`config.mk`:
```
export PLATFORM = sky130hd
export DESIGN_NAME = dio_strap_interrupt_buffer_logic
export DESIGN_NICKNAME = d
export VERILOG_FILES = /design/src/dio_strap_pkg.sv /design/src/dio_strap_interrupt_buffer_logic.sv
export SDC_FILE = /design/constraint.sdc
export NUM_CORES = 1
export LEC_CHECK = 0
export BUFFER_PORTS_ARGS = -buffer_cell sky130_fd_sc_hd__buf_2
export CAP_MARGIN = 20
export CORE_ASPECT_RATIO = 0.9
export CORE_MARGIN = 2
export CORE_UTILIZATION = 49
export CTS_CLUSTER_SIZE = 25
export DETAILED_ROUTE_END_ITERATION = 7
export PLACE_DENSITY = 0.9
export SYNTH_ARGS = -nofsm -noshare
export SYNTH_HDL_FRONTEND = slang
export SYNTH_SLANG_ARGS = --single-unit
export TNS_END_PERCENT = 50
```
`constraint.sdc`:
```
create_clock -name ref_clk -period 3.6 [get_ports ref_clk]
set_input_delay 0.72 -clock ref_clk [delete_from_list [all_inputs] [get_ports ref_clk]]
set_output_delay 0.72 -clock ref_clk [all_outputs]
set_load 0.01 [all_outputs]
```
`src/dio_strap_pkg.sv`:
```
package dio_strap_pkg;
  // Register map (byte offsets inside the 16-location window)
  localparam logic [3:0] OFS_CTRL_GRP0 = 4'h3;
  localparam logic [3:0] OFS_CTRL_GRP1 = 4'h7;
  localparam logic [3:0] OFS_COS_ENABLE = 4'hb;
  localparam logic [3:0] OFS_COS_CLEAR = 4'hf;
  localparam logic [3:0] OFS_IRQ_STATUS = 4'hc;
  localparam logic [3:0] OFS_IRQ_MASK = 4'hd;
  localparam logic [3:0] OFS_STRAP_STAT = 4'he;
  // Field positions
  localparam int MODE_SET_FLAG_POS = 7;
  localparam int ST_EXT0_POS = 0;
  localparam int ST_EXT1_POS = 1;
  localparam int ST_COS_POS = 2;
  // Window size and address width
  localparam int WINDOW_BYTES = 16;
  localparam int IO_ADDR_W = 16;
  // Reset values
  localparam logic [1:0] BUF_DIS_RST = 2'h0;
  localparam logic [2:0] IRQ_STATUS_RST = 3'h0;
  localparam logic [2:0] IRQ_MASK_RST = 3'h0;
  localparam logic [5:0] COS_EN_RST = 6'h0;
  localparam logic [15:0] IO_BASE_RST = 16'h0000;
  // Identity codes: arbitrary neutral values
  localparam logic [15:0] VENDOR_ID_DEF = 16'h1234;
  localparam logic [15:0] DEVICE_ID_PLAIN_DEF = 16'h0001;
  localparam logic [15:0] DEVICE_ID_COS_DEF = 16'h0002;
endpackage

```
`src/dio_strap_interrupt_buffer_logic.sv`:
```
// The address-and-strobe port and the register offsets are this design's own decisions.
`timescale 1ns/100ps
`default_nettype none
module dio_strap_interrupt_buffer_logic
  import dio_strap_pkg::*;
#(
  parameter logic [15:0] VENDOR_ID = VENDOR_ID_DEF,
  parameter logic [15:0] DEVICE_ID_PLAIN = DEVICE_ID_PLAIN_DEF,
  parameter logic [15:0] DEVICE_ID_COS = DEVICE_ID_COS_DEF
) (
  input wire logic ref_clk,
  input wire logic rst_n,
  input wire logic [1:0] port_c_bit3_irq_in,
  input wire logic ext_irq_strap_grp0,
  input wire logic ext_irq_strap_grp1,
  input wire logic buffer_mode_strap,
  input wire logic cos_variant_strap,
  input wire logic cos_event,
  input wire logic [15:0] io_base,
  input wire logic [7:0] irq_line_cfg,
  input wire logic [15:0] addr,
  input wire logic [7:0] wdata,
  input wire logic wr,
  input wire logic rd,
  output logic [7:0] rdata,
  output logic hit,
  output logic [1:0] buf_enable,
  output logic [5:0] cos_irq_enable,
  output logic [7:0] irq_line,
  output logic [15:0] vendor_id,
  output logic [15:0] device_id,
  output logic irq
);
  // ==========================================================
  // Address decode
  logic [15:0] offs_full;
  logic [3:0] offs;
  logic sel;
  always_comb begin
    offs_full = addr - io_base;
    offs = offs_full[3:0];
    sel = (offs_full < 16'(WINDOW_BYTES));
  end
  assign hit = sel;

  // ==========================================================
  // Straps and edge detection
  logic [1:0] sync_a;
  logic [1:0] sync_b;
  logic [1:0] sync_d;
  logic [1:0] strap_ff1;
  logic [1:0] strap_ff2;
  logic mode_ff1;
  logic mode_ff2;
  logic var_ff1;
  logic var_ff2;
  logic cos_ff1;
  logic cos_ff2;
  logic [1:0] ext_pulse;
  logic [1:0] ext_gated;

  always_ff @(posedge ref_clk or negedge rst_n) begin
    if (!rst_n) begin
      sync_a <= 2'h0;
      sync_b <= 2'h0;
      sync_d <= 2'h0;
    end else begin
      sync_a <= port_c_bit3_irq_in;
      sync_b <= sync_a;
      sync_d <= sync_b;
    end
  end

  always_ff @(posedge ref_clk or negedge rst_n) begin
    if (!rst_n) begin
      strap_ff1 <= 2'h0;
      strap_ff2 <= 2'h0;
      mode_ff1 <= 1'b0;
      mode_ff2 <= 1'b0;
      var_ff1 <= 1'b0;
      var_ff2 <= 1'b0;
      cos_ff1 <= 1'b0;
      cos_ff2 <= 1'b0;
    end else begin
      strap_ff1 <= {ext_irq_strap_grp1, ext_irq_strap_grp0};
      strap_ff2 <= strap_ff1;
      mode_ff1 <= buffer_mode_strap;
      mode_ff2 <= mode_ff1;
      var_ff1 <= cos_variant_strap;
      var_ff2 <= var_ff1;
      cos_ff1 <= cos_event;
      cos_ff2 <= cos_ff1;
    end
  end

  // One-cycle pulse per rising edge, then strap gate
  assign ext_pulse = sync_b & ~sync_d;
  assign ext_gated = ext_pulse & strap_ff2;

  // ==========================================================
  // Buffer control
  logic [1:0] buf_dis;
  logic ctrl_wr0;
  logic ctrl_wr1;
  assign ctrl_wr0 = wr && sel && (offs == OFS_CTRL_GRP0);
  assign ctrl_wr1 = wr && sel && (offs == OFS_CTRL_GRP1);

  always_ff @(posedge ref_clk or negedge rst_n) begin
    if (!rst_n) begin
      buf_dis <= BUF_DIS_RST;
    end else begin
      if (ctrl_wr0) begin
        buf_dis[0] <= wdata[MODE_SET_FLAG_POS];
      end
      if (ctrl_wr1) begin
        buf_dis[1] <= wdata[MODE_SET_FLAG_POS];
      end
    end
  end

  // Strap high selects always-on setting
  always_ff @(posedge ref_clk or negedge rst_n) begin
    if (!rst_n) begin
      buf_enable <= 2'h0;
    end else if (mode_ff2) begin
      buf_enable <= 2'h3;
    end else begin
      buf_enable <= ~buf_dis;
    end
  end

  // ==========================================================
  // Change-of-state enable register
  always_ff @(posedge ref_clk or negedge rst_n) begin
    if (!rst_n) begin
      cos_irq_enable <= COS_EN_RST;
    end else if (wr && sel && offs == OFS_COS_ENABLE) begin
      cos_irq_enable <= wdata[5:0];
    end
  end

  // ==========================================================
  // Interrupt status, mask and output
  logic [2:0] irq_status;
  logic [2:0] irq_mask;
  logic [2:0] set_vec;
  logic [2:0] clr_vec;
  logic [2:0] pending;
  always_comb begin
    set_vec = {cos_ff2, ext_gated};
    clr_vec = 3'h0;
    if (wr && sel && offs == OFS_IRQ_STATUS) begin
      clr_vec = wdata[2:0];
    end
    if (wr && sel && offs == OFS_COS_CLEAR) begin
      clr_vec[ST_COS_POS] = 1'b1;
    end
  end

  always_ff @(posedge ref_clk or negedge rst_n) begin
    if (!rst_n) begin
      irq_status <= IRQ_STATUS_RST;
    end else begin
      irq_status <= (irq_status & ~clr_vec) | set_vec;
    end
  end

  always_ff @(posedge ref_clk or negedge rst_n) begin
    if (!rst_n) begin
      irq_mask <= IRQ_MASK_RST;
    end else if (wr && sel && offs == OFS_IRQ_MASK) begin
      irq_mask <= wdata[2:0];
    end
  end

  assign pending = irq_status & irq_mask;
  assign irq = (pending[ST_EXT0_POS] | pending[ST_EXT1_POS]) | pending[ST_COS_POS];

  // ==========================================================
  // Read data and identity
  always_ff @(posedge ref_clk or negedge rst_n) begin
    if (!rst_n) begin
      rdata <= 8'h00;
    end else if (rd && sel) begin
      case (offs)
        OFS_IRQ_STATUS: rdata <= {5'h00, irq_status};
        OFS_IRQ_MASK: rdata <= {5'h00, irq_mask};
        OFS_STRAP_STAT: rdata <= {2'h0, buf_enable, var_ff2, mode_ff2, strap_ff2};
        default: rdata <= 8'h00;
      endcase
    end else begin
      rdata <= 8'h00;
    end
  end

  always_ff @(posedge ref_clk or negedge rst_n) begin
    if (!rst_n) begin
      vendor_id <= 16'h0000;
      device_id <= 16'h0000;
      irq_line <= 8'h00;
    end else begin
      vendor_id <= VENDOR_ID;
      device_id <= var_ff2 ? DEVICE_ID_COS : DEVICE_ID_PLAIN;
      irq_line <= irq_line_cfg;
    end
  end

  // ==========================================================
  // Assertions
  a_edge_pulse_one: assert property (@(posedge ref_clk) disable iff (!rst_n)
    ext_pulse[0] |=> !ext_pulse[0]) else $error("edge pulse longer than one cycle");
  a_edge_only_rise: assert property (@(posedge ref_clk) disable iff (!rst_n)
    ext_pulse[1] |-> $rose(sync_b[1])) else $error("pulse without rising edge");
  a_strap_gate_grp0: assert property (@(posedge ref_clk) disable iff (!rst_n)
    ext_pulse[0] && strap_ff2[0] |=> irq_status[ST_EXT0_POS])
    else $error("enabled edge not latched");
  a_strap_block_grp1: assert property (@(posedge ref_clk) disable iff (!rst_n)
    !strap_ff2[1] && !irq_status[ST_EXT1_POS] |=> !irq_status[ST_EXT1_POS])
    else $error("disabled group latched interrupt");
  a_buf_always_on: assert property (@(posedge ref_clk) disable iff (!rst_n)
    mode_ff2 |=> buf_enable == 2'h3) else $error("always-on buffers not enabled");
  a_buf_soft_ctrl: assert property (@(posedge ref_clk) disable iff (!rst_n)
    $past(rst_n) && !mode_ff2 && !$past(mode_ff2) |-> buf_enable == ~$past(buf_dis))
    else $error("buffer enable not following latch");
  a_flag_disables: assert property (@(posedge ref_clk) disable iff (!rst_n)
    ctrl_wr0 && wdata[MODE_SET_FLAG_POS] |=> buf_dis[0]) else $error("flag high kept enable");
  a_irq_or_combine: assert property (@(posedge ref_clk) disable iff (!rst_n)
    irq == (|(irq_status & irq_mask))) else $error("interrupt OR mismatch");
  a_window_hit: assert property (@(posedge ref_clk) disable iff (!rst_n)
    hit |-> (addr - io_base) <= 16'h000f) else $error("hit outside window");
  a_device_id_var: assert property (@(posedge ref_clk) disable iff (!rst_n)
    var_ff2 |=> device_id == DEVICE_ID_COS) else $error("wrong device id");

  // ==========================================================
  // Assertions, remaining edge, strap and flag checks for both groups
  a_edge_pulse_two: assert property (@(posedge ref_clk) disable iff (!rst_n)
    ext_pulse[1] |=> !ext_pulse[1])
    else $error("group 1 edge pulse longer than one cycle");
  a_edge_rise_zero: assert property (@(posedge ref_clk) disable iff (!rst_n)
    ext_pulse[0] |-> $rose(sync_b[0]))
    else $error("group 0 pulse without rising edge");
  a_strap_gate_grp1: assert property (@(posedge ref_clk) disable iff (!rst_n)
    ext_pulse[1] && strap_ff2[1] |=> irq_status[ST_EXT1_POS])
    else $error("enabled group 1 edge not latched");
  a_strap_block_grp0: assert property (@(posedge ref_clk) disable iff (!rst_n)
    !strap_ff2[0] && !irq_status[ST_EXT0_POS] |=> !irq_status[ST_EXT0_POS])
    else $error("disabled group 0 latched interrupt");
  a_flag_disables_grp1: assert property (@(posedge ref_clk) disable iff (!rst_n)
    ctrl_wr1 && wdata[MODE_SET_FLAG_POS] |=> buf_dis[1])
    else $error("group 1 flag high kept enable");
  a_flag_enables_grp0: assert property (@(posedge ref_clk) disable iff (!rst_n)
    ctrl_wr0 && !wdata[MODE_SET_FLAG_POS] |=> !buf_dis[0])
    else $error("group 0 flag low kept disable");
  a_flag_enables_grp1: assert property (@(posedge ref_clk) disable iff (!rst_n)
    ctrl_wr1 && !wdata[MODE_SET_FLAG_POS] |=> !buf_dis[1])
    else $error("group 1 flag low kept disable");

  // ==========================================================
  // Assertions, status, read data, enables and identity
  a_cos_set_wins: assert property (@(posedge ref_clk) disable iff (!rst_n)
    cos_ff2 |=> irq_status[ST_COS_POS])
    else $error("change-of-state event not latched");
  a_status_hold: assert property (@(posedge ref_clk) disable iff (!rst_n)
    !(|set_vec) && !(|clr_vec) |=> irq_status == $past(irq_status))
    else $error("status changed without event");
  a_status_clear: assert property (@(posedge ref_clk) disable iff (!rst_n)
    clr_vec[ST_EXT0_POS] && !set_vec[ST_EXT0_POS] |=> !irq_status[ST_EXT0_POS])
    else $error("status bit not cleared");
  a_status_to_irq: assert property (@(posedge ref_clk) disable iff (!rst_n)
    irq_status[ST_COS_POS] && irq_mask[ST_COS_POS] |-> irq)
    else $error("unmasked status without interrupt");
  a_rdata_idle: assert property (@(posedge ref_clk) disable iff (!rst_n)
    !$past(rd && sel) |-> rdata == 8'h00)
    else $error("read data outside read slot");
  a_cos_en_write: assert property (@(posedge ref_clk) disable iff (!rst_n)
    wr && sel && offs == OFS_COS_ENABLE |=> cos_irq_enable == $past(wdata[5:0]))
    else $error("change-of-state enable not written");
  a_vendor_code: assert property (@(posedge ref_clk) disable iff (!rst_n)
    $past(rst_n) |-> vendor_id == VENDOR_ID)
    else $error("wrong vendor code");
  a_device_id_plain: assert property (@(posedge ref_clk) disable iff (!rst_n)
    !var_ff2 |=> device_id == DEVICE_ID_PLAIN)
    else $error("wrong plain device id");
  a_irq_line_cfg: assert property (@(posedge ref_clk) disable iff (!rst_n)
    $past(rst_n) |-> irq_line == $past(irq_line_cfg))
    else $error("interrupt line not taken");
  a_buf_on_soft: assert property (@(posedge ref_clk) disable iff (!rst_n)
    $past(rst_n) && !mode_ff2 && !$past(mode_ff2) && !$past(buf_dis[1]) |-> buf_enable[1])
    else $error("group 1 buffers not enabled");
endmodule
`default_nettype wire

```
==> results.toml <==
[power_and_ir_drop]
p_int_mw = 0.962
cellLeakagePower_nw = 1.93
irDropWorstVdd_uv = 427
p_clk_share_pct = 29.3
switchingPower_mw = 0.387
comb_power_share_pct = 28.3
fin_total_pwr_mw = 1.35
power_density_nw_per_um2 = 357
power_frac_seq_pct = 42.4
swShare_pct = 28.7

[timing]
fmax_mhz = 277
final_hold_viol_count = 0
layout_setup_ws_ns = -0.0144
tns_ns = -0.0144
fin_crit_ns = 3.61
maxSlewHeadroom_pct = 64.8
fin_skew_ns = 0.00811
setup_viol = 1
drv_slew = 0
fin_crit_sh_pct = 100
rsz0062_at_grt = "yes"
tightest_slew_ns = 0.523

[floorplan]
fp.dieW_um = 85.8
num_rows = 26
die_h_um = 77.6
die_area_um2 = 6660
ioPinCount = 117
core_area_um2 = 5760
start_util_pct = 51.2

[yosys]
synth_commonest_cells = "dfrtp_1, buf_4, inv_1"
ys_seq_area_share_pct = 41.6
ys_types = 56
synthFlopType = "dfrtp_1"
synthTopCellsByArea = "dfrtp_1, buf_4, ha_1"
netlist.area_leader.share_pct = 41.6
synth_edf_count = 0
ys_async_sr_fraction_pct = 100
synth_area_leader_cell = "dfrtp_1"
ys_seq_elements = 49
syn_inst = 294
syn_area_um2 = 2950
yosys_warnings = 0
avgSynthCellArea_um2 = 10.0
yosysMostFrequentCell = "dfrtp_1"

[layout]
multi_input_comb_area_um2 = 1620
layout.nets = 478
stdcell_count = 474
seqCellArea_um2 = 1230
fillCellCount = 441
drive_gt1_share_pct = 40.3
fin_area_um2 = 3780
area.growth.synth_to_final_pct = 28.2
utilization_pct = 65.7
diodes = 0

[clocking]
clk_pin_slew_ns = 0.08
clockRootBuffer = "clkbuf_8"
numCtsBuffers = 5
clockBufferDepth = 2
clk_latency_ns = 0.30
cts-htree-levels = 2
ctsHoldBuffers = 0
tritoncts = "built"
clock_sinks = 49

[setup_path]
path_class = "in -> out"
rrSetupSlack_ns = 2.58
critPathCaptureType = "primary output"
start_kind = "primary input"
r2r_cells = 3
cp_max_fo = 4
required_ns = 2.88
worstPathArrival_ns = 2.89

[global_route]
grt_pass1_vias = 2280
antenna_found_initial = 0
grt_max_degree = 50
grt_first_pass_wirelength_mm = 10.4
grtUsageTotal_pct = 19.2
grt_overflow = 0

[outcome]
violations = "design-rule violations, negative setup slack"
outcome = "finished with violations"

[run]
drv_cap = 0

[drt]
via_count = 2498
drc_errors = 8
dr.pass1.iters = 8
postRouteAntennaNets = 0
wl_mm = 6.53
routedWlPerCell_um = 13.8
drt_first_iter_violations = 198
viasPerCell = 5.27

[placement]
dp.cells = 464
place_area_um2 = 3480
dp_hpwl_mm = 4.87
gp_congestion = 0.837
io_buffers = 88

[hold_path]
hp-class = "in -> async"
flip-flops by register name, indices dropped and copies added (netlist names):
signal          flops
buf_dis             2
buf_enable          2
cos_ff1             1
cos_ff2             1
cos_irq_enable      6
device_id           2
irq_line            8
irq_mask            3
irq_status          3
mode_ff1            1
mode_ff2            1
rdata               6
strap_ff1           2
strap_ff2           2
sync_a              2
sync_b              2
sync_d              2
var_ff1             1
var_ff2             1
vendor_id           1
power groups by stage:
stage | combinational [mW] | sequential (mW) | clock (mW)
detailed placement | 0.333 | 0.583 | 0
global placement | 0.324 | 0.581 | 0
floorplan | 0.235 | 0.585 | 0
global route | 0.419 | 0.573 | 0.427
finish | 0.382 | 0.572 | 0.395
CTS | 0.336 | 0.572 | 0.402
cell families (layout without fill, tap and decap cells):
logic type      count (synthesis)  in the layout  synth area share, %
xor+xnor                        7              7                 2.08
other cells                     2             28                0.255
fa+ha+maj                      16             16                 7.04
buf+inv                        60            144                 11.7
simple gates                   87             87                 17.7
mux                            15             15                 5.68
flops                          49             49                 41.6
compound gates                 58             58                 14.0
cell usage in the layout (no fill, tap or decap), types with 5 or more instances in the layout:
| master | Yosys | final |
|---|---|---|
| nand2b_1 | 8 | 8 |
| nor3_1 | 6 | 5 |
| nor2_1 | 17 | 15 |
| conb_1 | 2 | 28 |
| buf_4 | 31 | 22 |
| buf_2 | 2 | 86 |
| ha_1 | 15 | 12 |
| clkbuf_8 | 0 | 6 |
| dfrtp_1 | 49 | 49 |
| mux2_2 | 13 | 13 |
| nand2_1 | 17 | 17 |
| a31oi_1 | 6 | 6 |
| nand3_1 | 7 | 7 |
| o21ai_0 | 9 | 8 |
| a21oi_1 | 15 | 14 |
| inv_1 | 25 | 23 |
layer usage:
metal  up-vias  share of wire (%)  track usage [%]
met1      1194                 42             27.2
met3        11                6.4             3.51
met5         -                  0                0
met4         0                1.3             4.29
met2       106                 50             30.9
li1       1187                  -                -
metrics by stage:
stage          setup WS (ns)  hold WS [ns]
2_1_floorplan         0.0421         0.331
3_3_place_gp         -0.0814         0.333
3_5_place_dp          -0.137         0.339
4_1_cts               0.0109         0.358
5_1_grt              -0.0892         0.249
6_report             -0.0144         0.253
worst paths after layout:
kind | from | to
worst max-delay path | io_base[2] | hit
worst min-delay path | rst_n | device_id[1]
worst max register to register | irq_status[0] | rdata[0]
worst min register to register | sync_a[1] | sync_b[1]
max in group asynchronous | rst_n | sync_d[0]
min in group ref_clk | sync_a[1] | sync_b[1]
critical path, cell delays in order:
cell and delay, ns:
buf_2 0.10, inv_2 0.06, ha_4 0.21, o211ai_1 0.25, a21o_1 0.27, a21oi_4 0.12
or3_4 0.36, a211oi_4 0.30, nand4_4 0.13, nor3b_2 0.22, buf_2 0.16
area by class of cell:
type / count / area share [%]
Inverter: 25 / 2.55
Timing Repair Buffer: 111 / 16.9
Clock inverter: 1 / 0.794
Sequential cell: 49 / 32.4
Clock buffer: 7 / 2.28
Multi-Input combinational cell: 211 / 42.8
Tap cell: 70 / 2.32
repair_timing:
| action | in CTS | in global routing |
|---|---|---|
| setup endpoints to repair | 1 | 4 |
| hold endpoints to repair | 0 | 0 |
| gates resized for setup | 3 | 27 |
| pin swaps | 3 | 14 |
| buffers inserted | 0 | 1 |
Power figures use the tool's default switching activity.
